### src/design/link_cfg_pkg.sv
/*
  constants, field layouts, reset values and timing counts for the
  radio security, clear-channel and sleep control block.
  assumes a single 25 MHz clock.
*/
package link_cfg_pkg;
  localparam int CLK_HZ = 25000000;
  localparam int TICK_MS = 1;
  localparam int CYCLES_PER_MS = CLK_HZ / 1000 * TICK_MS;
  localparam int MS_PER_SP_UNIT = 10;
  localparam int KEY_W = 128;
  localparam int LEN_W = 8;
  localparam logic [7:0] ENC_MAX_PKT = 8'h5F;
  localparam logic [7:0] IV_BYTES = 8'h10;
  localparam logic [7:0] LONG_ADDR_W = 8'h40;
  localparam logic ENC_RESET = 1'b0;
  localparam logic [2:0] POWER_RESET = 3'h4;
  localparam logic [2:0] POWER_MAX = 3'h4;
  localparam logic [7:0] CCA_RESET = 8'h2C;
  localparam logic [7:0] CCA_MIN = 8'h24;
  localparam logic [7:0] CCA_MAX = 8'h50;
  localparam logic [2:0] SLEEP_RESET = 3'h0;
  localparam logic [15:0] IDLE_RESET = 16'h1388;
  localparam logic [15:0] IDLE_MIN = 16'h0001;
  localparam logic [15:0] SP_RESET = 16'h0000;
  localparam logic [15:0] SP_MAX = 16'h68B0;
  localparam int OPT_NO_POLL = 0;
  localparam int OPT_NO_SAMPLE = 1;
  localparam logic [1:0] MAC_MODE_A = 2'h1;
  localparam logic [1:0] MAC_MODE_B = 2'h2;
  localparam logic [1:0] FRAME_TRANSPARENT = 2'h0;
  localparam logic [1:0] FRAME_API = 2'h1;
  localparam logic [1:0] FRAME_API_ESC = 2'h2;
  localparam logic [2:0] SM_NONE = 3'h0;
  localparam logic [2:0] SM_PIN_HIB = 3'h1;
  localparam logic [2:0] SM_PIN_DOZE = 3'h2;
  localparam logic [2:0] SM_RESERVED = 3'h3;
  localparam logic [2:0] SM_CYCLIC = 3'h4;
  localparam logic [2:0] SM_CYCLIC_PIN = 3'h5;
  localparam logic [2:0] SM_COORD = 3'h6;
  localparam logic [4:0] SEL_ENC = 5'h01;
  localparam logic [4:0] SEL_KEY = 5'h02;
  localparam logic [4:0] SEL_POWER = 5'h04;
  localparam logic [4:0] SEL_CCA = 5'h08;
  localparam logic [4:0] SEL_SLEEP = 5'h10;
  localparam logic [4:0] SEL_IDLE = 5'h11;
  localparam logic [4:0] SEL_SP = 5'h12;
  localparam logic [4:0] SEL_OPTS = 5'h13;
  typedef enum logic [3:0] {
    ST_AWAKE = 4'b0001,
    ST_SLEEP = 4'b0010,
    ST_WAKE = 4'b0100,
    ST_PIN_SLEEP = 4'b1000
  } sleep_state_t;
endpackage

### src/design/ms_tick_div.sv
/*
  divider that turns the 25 MHz clock into a one-cycle millisecond enable.
  assumes synchronous active-high reset.
*/
`timescale 1ns/10ps
`default_nettype none
module ms_tick_div
  import link_cfg_pkg::*;
#(
  parameter int DIVIDE = CYCLES_PER_MS
)
(
  input wire logic mclk,
  input wire logic reset,
  output logic tick
);
  logic [15:0] count;
  wire at_end = (count == 16'(DIVIDE - 1));
  always_ff @(posedge mclk)
  begin
    if (reset)
    begin
      count <= 16'h0000;
      tick <= 1'b0;
    end
    else
    begin
      count <= at_end ? 16'h0000 : 16'(count + 16'h0001);
      tick <= at_end;
    end
  end
endmodule
`default_nettype wire

### src/design/radio_link_ctrl.sv
/*
  configuration settings, encryption gating, clear-channel gating and
  sleep scheduling for a low-rate radio link layer.
  assumes the host command parser drives cfg_* writes, and the radio
  datapath supplies frame lengths, energy readings and activity strobes.
*/
// Overview of operation
// encryption on/off setting, default off, enables 128-bit block-cipher payload protection.
// with encryption on, packets longer than 95 bytes are refused.
// with encryption on, source field uses the 64-bit long address.
// mac mode 1/2, framed interface, encryption, short address: 64-bit indications only.
// with encryption on, unencrypted received packets are dropped, not forwarded.
// link key write-only; queries and all writes answer OK; only zero or 128-bit valid.
// with encryption on, payload is ciphered and frame check covers ciphertext.
// with encryption on, 16 extra vector bytes are appended per packet.
// transmit power code 0..4, readable and writable, default 4.
// transmission is blocked when measured energy exceeds the clear-channel threshold.
// threshold in minus dBm, accepts 0x24..0x50, default 0x2C.
// sleep mode codes 0..6 decoded, default 0.
// with sleep disabled the device stays idle/receive.
// option bit 0 set skips wake poll; clear polls on each wake; wakes from ST_PIN_SLEEP do not poll.
// option bit 1 set suppresses wake sample; clear samples on wake.
// sleep after idle time in 1 ms steps, 1..0xFFFF, default 0x1388.
// idle timer applies only to cyclic sleep codes 4 and 5.
// host keeps guard time below the idle-before-sleep time.
// cyclic remote sleeps the period in 10 ms units, wakes, checks data.
// coordinator holds indirect messages 2.5 periods; zero period sends directly.
// host programs equal cyclic periods on coordinator and end devices.
// host programs equal idle-before-sleep times on coordinator and end devices.
// frame interface select decodes transparent, framed, framed with escapes.
// reset loads defaults; timers run from a millisecond tick of the clock.
`timescale 1ns/10ps
`default_nettype none
module radio_link_ctrl
  import link_cfg_pkg::*;
#(
  parameter int TICK_DIVIDE = CYCLES_PER_MS
)
(
  input wire logic mclk,
  input wire logic reset,
  input wire logic cfg_write,
  input wire logic cfg_read,
  input wire logic [4:0] cfg_select,
  input wire logic [KEY_W-1:0] cfg_data,
  input wire logic cfg_key_empty,
  output logic cfg_ok,
  output logic cfg_error,
  output logic cfg_has_value,
  output logic [15:0] cfg_read_data,
  input wire logic [1:0] mac_mode,
  input wire logic [1:0] frame_interface_select,
  input wire logic short_address_set,
  input wire logic tx_request,
  input wire logic [LEN_W-1:0] tx_length,
  input wire logic [7:0] channel_energy,
  output logic tx_go,
  output logic tx_refused_size,
  output logic tx_refused_busy,
  output logic tx_cipher,
  output logic tx_check_on_cipher,
  output logic tx_long_source,
  output logic [7:0] tx_extra_bytes,
  output logic [2:0] transmit_power_level,
  input wire logic rx_valid,
  input wire logic rx_encrypted,
  output logic rx_forward,
  output logic rx_drop,
  output logic rx_long_only,
  output logic [1:0] frame_mode,
  output logic [KEY_W-1:0] link_key,
  input wire logic serial_activity,
  input wire logic radio_activity,
  input wire logic is_coordinator,
  input wire logic pin_sleep_request,
  input wire logic data_pending,
  input wire logic indirect_queued,
  output logic indirect_discard,
  output logic send_direct,
  output logic asleep,
  output logic wake_poll,
  output logic wake_sample
);
  logic encryption_enable;
  logic [7:0] clear_channel_threshold;
  logic [2:0] sleep_mode_select;
  logic [1:0] sleep_options;
  logic [15:0] idle_before_sleep_time;
  logic [15:0] cyclic_sleep_period;
  logic [15:0] idle_ms;
  logic [19:0] sleep_ms;
  logic [20:0] hold_ms;
  sleep_state_t state;
  sleep_state_t next_state;
  logic tick;

  ms_tick_div #(.DIVIDE(TICK_DIVIDE)) u_tick
  (
    .mclk(mclk),
    .reset(reset),
    .tick(tick)
  );

  function automatic logic is_cyclic(input logic [2:0] mode);
    is_cyclic = (mode == SM_CYCLIC) || (mode == SM_CYCLIC_PIN);
  endfunction

  wire wr = cfg_write;
  wire [15:0] wv = cfg_data[15:0];
  wire upper_zero = (cfg_data[KEY_W-1:16] == '0);
  wire ok_enc = upper_zero && (wv <= 16'h0001);
  wire ok_pow = upper_zero && (wv <= 16'(POWER_MAX));
  wire ok_cca = upper_zero && (wv >= 16'(CCA_MIN)) && (wv <= 16'(CCA_MAX));
  wire ok_sm = upper_zero && (wv <= 16'(SM_COORD)) && (wv != 16'(SM_RESERVED));
  wire ok_idle = upper_zero && (wv >= IDLE_MIN);
  wire ok_sp = upper_zero && (wv <= SP_MAX);
  wire ok_opt = upper_zero && (wv <= 16'h0003);
  wire key_ok = !cfg_key_empty;
  wire sel_ok = (cfg_select == SEL_ENC) ? ok_enc :
                (cfg_select == SEL_KEY) ? 1'b1 :
                (cfg_select == SEL_POWER) ? ok_pow :
                (cfg_select == SEL_CCA) ? ok_cca :
                (cfg_select == SEL_SLEEP) ? ok_sm :
                (cfg_select == SEL_IDLE) ? ok_idle :
                (cfg_select == SEL_SP) ? ok_sp :
                (cfg_select == SEL_OPTS) ? ok_opt : 1'b0;
  wire [15:0] read_mux = (cfg_select == SEL_ENC) ? {15'h0000, encryption_enable} :
                         (cfg_select == SEL_POWER) ? {13'h0000, transmit_power_level} :
                         (cfg_select == SEL_CCA) ? {8'h00, clear_channel_threshold} :
                         (cfg_select == SEL_SLEEP) ? {13'h0000, sleep_mode_select} :
                         (cfg_select == SEL_IDLE) ? idle_before_sleep_time :
                         (cfg_select == SEL_SP) ? cyclic_sleep_period :
                         (cfg_select == SEL_OPTS) ? {14'h0000, sleep_options} : 16'h0000;
  wire sel_known = sel_ok || (cfg_select == SEL_KEY) || (read_mux != 16'h0000) ||
                   (cfg_select inside {SEL_ENC, SEL_POWER, SEL_CCA, SEL_SLEEP,
                                       SEL_IDLE, SEL_SP, SEL_OPTS});

  // configuration store with range checks
  always_ff @(posedge mclk)
  begin
    if (reset)
    begin
      encryption_enable <= ENC_RESET;
      link_key <= '0;
      transmit_power_level <= POWER_RESET;
      clear_channel_threshold <= CCA_RESET;
      sleep_mode_select <= SLEEP_RESET;
      sleep_options <= 2'h0;
      idle_before_sleep_time <= IDLE_RESET;
      cyclic_sleep_period <= SP_RESET;
    end
    else if (wr && sel_ok)
    begin
      unique case (cfg_select)
        SEL_ENC: encryption_enable <= wv[0];
        SEL_KEY: if (key_ok) link_key <= cfg_data;
        SEL_POWER: transmit_power_level <= wv[2:0];
        SEL_CCA: clear_channel_threshold <= wv[7:0];
        SEL_SLEEP: sleep_mode_select <= wv[2:0];
        SEL_IDLE: idle_before_sleep_time <= wv;
        SEL_SP: cyclic_sleep_period <= wv;
        default: sleep_options <= wv[1:0];
      endcase
    end
  end

  // command answers: key queries and writes always OK with no value
  always_ff @(posedge mclk)
  begin
    if (reset)
    begin
      cfg_ok <= 1'b0;
      cfg_error <= 1'b0;
      cfg_has_value <= 1'b0;
      cfg_read_data <= 16'h0000;
    end
    else
    begin
      cfg_ok <= (cfg_write && (sel_ok || cfg_select == SEL_KEY)) ||
                (cfg_read && sel_known);
      cfg_error <= (cfg_write && !sel_ok && cfg_select != SEL_KEY) ||
                   (cfg_read && !sel_known);
      cfg_has_value <= cfg_read && sel_known && (cfg_select != SEL_KEY);
      cfg_read_data <= (cfg_read && cfg_select != SEL_KEY) ? read_mux : 16'h0000;
    end
  end

  wire too_long = encryption_enable && (tx_length > ENC_MAX_PKT);
  wire busy = channel_energy < clear_channel_threshold;
  wire framed = (frame_interface_select == FRAME_API) ||
                (frame_interface_select == FRAME_API_ESC);
  wire mac_ab = (mac_mode == MAC_MODE_A) || (mac_mode == MAC_MODE_B);

  // transmit gating and per-frame security controls
  always_ff @(posedge mclk)
  begin
    if (reset)
    begin
      tx_go <= 1'b0;
      tx_refused_size <= 1'b0;
      tx_refused_busy <= 1'b0;
      tx_cipher <= 1'b0;
      tx_check_on_cipher <= 1'b0;
      tx_long_source <= 1'b0;
      tx_extra_bytes <= 8'h00;
      rx_forward <= 1'b0;
      rx_drop <= 1'b0;
      rx_long_only <= 1'b0;
      frame_mode <= FRAME_TRANSPARENT;
    end
    else
    begin
      tx_refused_size <= tx_request && too_long;
      tx_refused_busy <= tx_request && !too_long && busy;
      tx_go <= tx_request && !too_long && !busy && !asleep;
      tx_cipher <= encryption_enable;
      tx_check_on_cipher <= encryption_enable;
      tx_long_source <= encryption_enable;
      tx_extra_bytes <= encryption_enable ? IV_BYTES : 8'h00;
      rx_drop <= rx_valid && encryption_enable && !rx_encrypted;
      rx_forward <= rx_valid && !(encryption_enable && !rx_encrypted);
      rx_long_only <= mac_ab && framed && encryption_enable && short_address_set;
      frame_mode <= frame_interface_select;
    end
  end

  wire traffic = serial_activity || radio_activity;
  wire cyclic = is_cyclic(sleep_mode_select) && !is_coordinator;
  wire pin_mode = (sleep_mode_select == SM_PIN_HIB) || (sleep_mode_select == SM_PIN_DOZE);
  wire idle_done = tick && (idle_ms >= idle_before_sleep_time - 16'h0001);
  wire [19:0] sp_ms = 20'(cyclic_sleep_period) * 20'(MS_PER_SP_UNIT);
  wire [20:0] hold_limit = 21'({sp_ms, 1'b0}) + 21'(sp_ms >> 1);
  wire period_done = tick && (sleep_ms + 20'h00001 >= sp_ms);
  wire pin_wake = (sleep_mode_select == SM_CYCLIC_PIN) && !pin_sleep_request;

  always_comb
  begin
    next_state = state;
    unique case (state)
      ST_AWAKE:
        if (sleep_mode_select == SM_NONE) next_state = ST_AWAKE;
        else if (pin_mode && pin_sleep_request) next_state = ST_PIN_SLEEP;
        else if (cyclic && !traffic && idle_done) next_state = ST_SLEEP;
      ST_SLEEP:
        if (!cyclic || period_done || pin_wake) next_state = ST_WAKE;
      ST_WAKE:
        if (data_pending || traffic || !cyclic) next_state = ST_AWAKE;
        else next_state = ST_SLEEP;
      ST_PIN_SLEEP:
        if (!pin_sleep_request || !pin_mode) next_state = ST_AWAKE;
      default: next_state = ST_AWAKE;
    endcase
  end

  // sleep scheduler and timers on the millisecond tick
  always_ff @(posedge mclk)
  begin
    if (reset)
    begin
      state <= ST_AWAKE;
      idle_ms <= 16'h0000;
      sleep_ms <= 20'h00000;
      asleep <= 1'b0;
      wake_poll <= 1'b0;
      wake_sample <= 1'b0;
    end
    else
    begin
      state <= next_state;
      if (traffic || state != ST_AWAKE) idle_ms <= 16'h0000;
      else if (tick) idle_ms <= 16'(idle_ms + 16'h0001);
      if (state != ST_SLEEP) sleep_ms <= 20'h00000;
      else if (tick) sleep_ms <= 20'(sleep_ms + 20'h00001);
      asleep <= (next_state == ST_SLEEP) || (next_state == ST_PIN_SLEEP);
      wake_poll <= (next_state == ST_WAKE) && !sleep_options[OPT_NO_POLL];
      wake_sample <= ((next_state == ST_WAKE) ||
                      (state == ST_PIN_SLEEP && next_state == ST_AWAKE))
                     && !sleep_options[OPT_NO_SAMPLE];
    end
  end

  // coordinator indirect hold timer
  always_ff @(posedge mclk)
  begin
    if (reset)
    begin
      hold_ms <= 21'h000000;
      indirect_discard <= 1'b0;
      send_direct <= 1'b1;
    end
    else
    begin
      send_direct <= (cyclic_sleep_period == 16'h0000);
      indirect_discard <= 1'b0;
      if (!indirect_queued || !is_coordinator || cyclic_sleep_period == 16'h0000)
        hold_ms <= 21'h000000;
      else if (tick)
      begin
        if (hold_ms + 21'h000001 >= hold_limit)
        begin
          indirect_discard <= 1'b1;
          hold_ms <= 21'h000000;
        end
        else
          hold_ms <= 21'(hold_ms + 21'h000001);
      end
    end
  end
endmodule
`default_nettype wire

### config.mk
export PLATFORM = sky130hd
export DESIGN_NAME = radio_link_ctrl
export DESIGN_NICKNAME = d
export VERILOG_FILES = /design/src/design/link_cfg_pkg.sv /design/src/design/ms_tick_div.sv /design/src/design/radio_link_ctrl.sv
export SDC_FILE = /design/constraint.sdc
export NUM_CORES = 1
export LEC_CHECK = 0
export BUFFER_PORTS_ARGS = -buffer_cell sky130_fd_sc_hd__buf_2
export CAP_MARGIN = 20
export CORE_ASPECT_RATIO = 0.7
export CORE_MARGIN = 2
export CORE_UTILIZATION = 40
export DETAILED_ROUTE_END_ITERATION = 16
export GPL_TIMING_DRIVEN = 1
export PLACE_DENSITY = 0.72
export SETUP_SLACK_MARGIN = 0.2
export SKIP_CTS_REPAIR_TIMING = 1
export SYNTH_ARGS = -nofsm -noshare
export SYNTH_HDL_FRONTEND = slang
export SYNTH_SLANG_ARGS = --single-unit
### constraint.sdc
create_clock -name mclk -period 5.75 [get_ports mclk]
set_clock_uncertainty 0.2 [all_clocks]
set_input_delay 0.2875 -clock mclk [delete_from_list [all_inputs] [get_ports mclk]]
set_output_delay 0.2875 -clock mclk [all_outputs]
set_load 0.005 [all_outputs]
==> results.md <==
- CTS tree: built
- Initial antenna violation count: 2
- Leakage power: 8.71 nW
- Ys Warns: 0
- Req. time, crit path: 6.06 ns
- Post-Route Setup TNS: 0 ns
- Vias per inst: 5.46
- CTS Buf Count: 31
- Fin crit share: 99.9%
- GRT overflow: 0
- Largest net degree at the start of global routing: 129
- Seq pwr share: 47.4%
- Residual DRC: 0
- Routed length per instance: 18.7 µm
- FF+latch area: 5780 µm²
- Max-Cap Viols: 0
- Post-DP HPWL: 37600 µm
- Comb power frac: 6.7%
- EDFF count, synth: 0
- Reg clk slew, reported paths: 0.07 ns
- VDD IR max: 0.218 mV
- DIE AREA: 39100 µm²
- Post-Syn Instances: 1806
- Synth top area share: 38.4%
- Fin. Hold Viols: 0
- Final ANT Viol Nets: 0
- Maximum fanout along the worst path: 5
- IO buf count: 329
- First-pass GRT wire length: 75800 µm
- RSZ-0062 raised after global routing: yes
- Initial core utilization: 40.5%
- Slew at the pin closest to its max-slew limit: 1.11 ns
- Die height: 166 µm
- Global placement routability congestion: 0.961
- Slew HR: 25.8%
- Clk network pwr share: 46.0%
- Clock latency on the worst-skew pair: 0.59 ns
- IO Count: 342
- Main synth FF type: dfxtp_1
- Multi-input logic area: 9030 µm²
- Max frequency: 174 MHz
- Final Setup Violations: 0
- Area grow syn2layout: 34.7%
- Synth area leader: dfxtp_1
- WS Path Type: register to register
- Tot GR Track Use: 24.2%
- CTS H-Tree Depth: 1
- Final Critical Period: 5.74 ns
- Pre-Repair DR Iteration Count: 6
- Psw: 1.01 mW
- # fillers: 3322
- Worst Hold Class: input pin to register
- Reg2reg start: cyclic_sleep_period[3]
- Placeable Area: 37100 µm²
- Finished Layout Cells: 2794
- Syn avg cell area: 8.32 µm²
- Status: finished clean
- FF+latch count, synth: 288
- Vias: 15242
- Post-synth top cells: nand2_1 (324), dfxtp_1 (288), a21oi_1 (166)
- Async S/R FF share, synth: 0%
- Synthesized cell area: 15000 µm²
- CP endpoint kind: register
- Cell count after placement: 2557
- DR iter-0 viols: 1587
- FP Rows: 59
- Nets: 2563
- Pins Over Slew Limit: 0
- Clk sink count: 288
- Most common cell in the synthesized netlist: nand2_1
- WL final: 52300 µm
- Synth area leaders: dfxtp_1 (38%), ha_1 (9.4%), nand2_1 (8.1%), a21oi_1 (5.5%), xor2_1 (4.1%)
- Internal power: 3.22 mW
- Maximum clock insertion buffer count: 3
- Vias in the first global route: 13465
- Layout cells sized above 1: 21.9%
- CP arrival: 6.05 ns
- Crit path from: cyclic_sleep_period[3]
- Root Buffer: clkbuf_16
- Seq/Total Area, Yosys: 38.4%
- Sw frac: 23.9%
- DIE WIDTH: 236 µm
- Kind of start point of the critical path: register
- Hold path start: cfg_select[2]
- Library cells used by synthesis: 76
- Cell Pwr Density: 209 nW/µm²
area by class of cell:
| class | count | share of cell area (%) |
|---|---|---|
| flip-flops and latches | 288 | 28.6 |
| inverters | 55 | 1.02 |
| well taps | 488 | 3.02 |
| diodes | 3 | 0.0371 |
| repair buffers | 534 | 17.9 |
| clock inverters | 10 | 0.328 |
| clock buffers | 46 | 4.46 |
| multi-input cells | 1370 | 44.7 |
state kept, by name, indices dropped and copies added, names as in the netlist, 2 cells and up:
register                 cells
cfg_read_data               16
clear_channel_threshold      8
cyclic_sleep_period         16
frame_mode                   2
hold_ms                     21
idle_before_sleep_time      16
idle_ms                     16
link_key                   128
sleep_mode_select            3
sleep_ms                    20
sleep_options                2
state                        4
transmit_power_level         3
u_tick.count                16
worst paths after layout:
kind / cells after the start / slack, ns / to
setup / recovery: 27 / 0.007 / hold_ms[17]
hold / removal: 4 / 0.006 / sleep_mode_select[0]
setup reg to reg: 27 / 0.007 / hold_ms[17]
hold reg to reg: 1 / 0.25 / tx_go
worst max-delay path: stages, from the launching register on:
cell and delay [ns]:
dfxtp_2 0.34, ha_4 0.27, ha_4 0.13, inv_2 0.04, fa_2 0.39, nor2b_2 0.19, o2111ai_2 0.21, a31oi_4 0.32
a21oi_2 0.10, o21bai_2 0.20, xor2_2 0.33, ha_4 0.27, a21oi_2 0.15, a31oi_2 0.07, a41oi_2 0.26, nand2b_1 0.11
a21oi_2 0.17, xor2_1 0.21, ha_1 0.29, nand3_2 0.12, nor2_2 0.04, o31a_1 0.23, o21ai_1 0.16, a211oi_2 0.09
o221ai_2 0.24, and3_4 0.25, buf_6 0.12, a22o_1 0.14
metal layers:
| layer | vias up | track usage (%) | wire length, µm |
|---|---|---|---|
| met5 | - | 0 | 0 |
| met2 | 649 | 37.3 | 23400 |
| met4 | 0 | 6.98 | 1770 |
| li1 | 7240 | - | - |
| met1 | 7204 | 34.9 | 23200 |
| met3 | 149 | 3.77 | 3960 |
cell families (layout without fill, tap and decap cells):
group,count (synthesis),in the layout,synth area share [%]
AND/OR/NAND/NOR,734,734,22.7
AO/OA/AOI/OAI,347,347,14.9
flip-flops,288,288,38.4
buffers and inverters,154,645,4.25
XOR/XNOR,126,126,7.35
adder cells (fa/ha/maj),115,115,9.68
multiplexers,41,41,2.74
other,1,10,0.0250
per-stage QoR:
stage               hold WS, ns  instance area [µm²]  worst slack [ns]  power (mW)  util [%]
floorplan                 0.164                15100             0.250        2.13         -
global placement          0.222                17100             0.109        2.24      46.2
detailed placement        0.242                17100            -0.245        2.24      46.2
CTS                      -0.348                18100            -0.329        4.17      48.8
global route             0.0581                20200            -0.121        4.36      54.6
finish                  0.00630                20200           0.00725        4.23      54.6
placed cells by master (no fill, tap or decap), drive strengths merged, types with 22 or more instances in the layout:
cell,synthesis,routed
ha,113,113
and3,30,30
nor4,43,43
nand3,36,36
xor2,71,71
nand2b,26,26
clkbuf,79,46
a21o,25,25
dfxtp,288,288
a21oi,166,166
dlygate4sd3,0,162
xnor2,55,55
nor3,28,28
buf,20,372
inv,55,58
o21ai,33,33
nand4,22,22
nand2,324,324
nor2,145,145
mux2i,40,40
power groups by stage:
stage	sequential [mW]	clock (mW)	combinational, mW
finish	2.01	1.95	0.282
global route	2.01	2.06	0.298
CTS	2.01	1.97	0.190
detailed placement	2.05	0	0.189
global placement	2.05	0	0.187
floorplan	2.05	0	0.0767
Note: power is estimated with default switching activity, not from simulation.
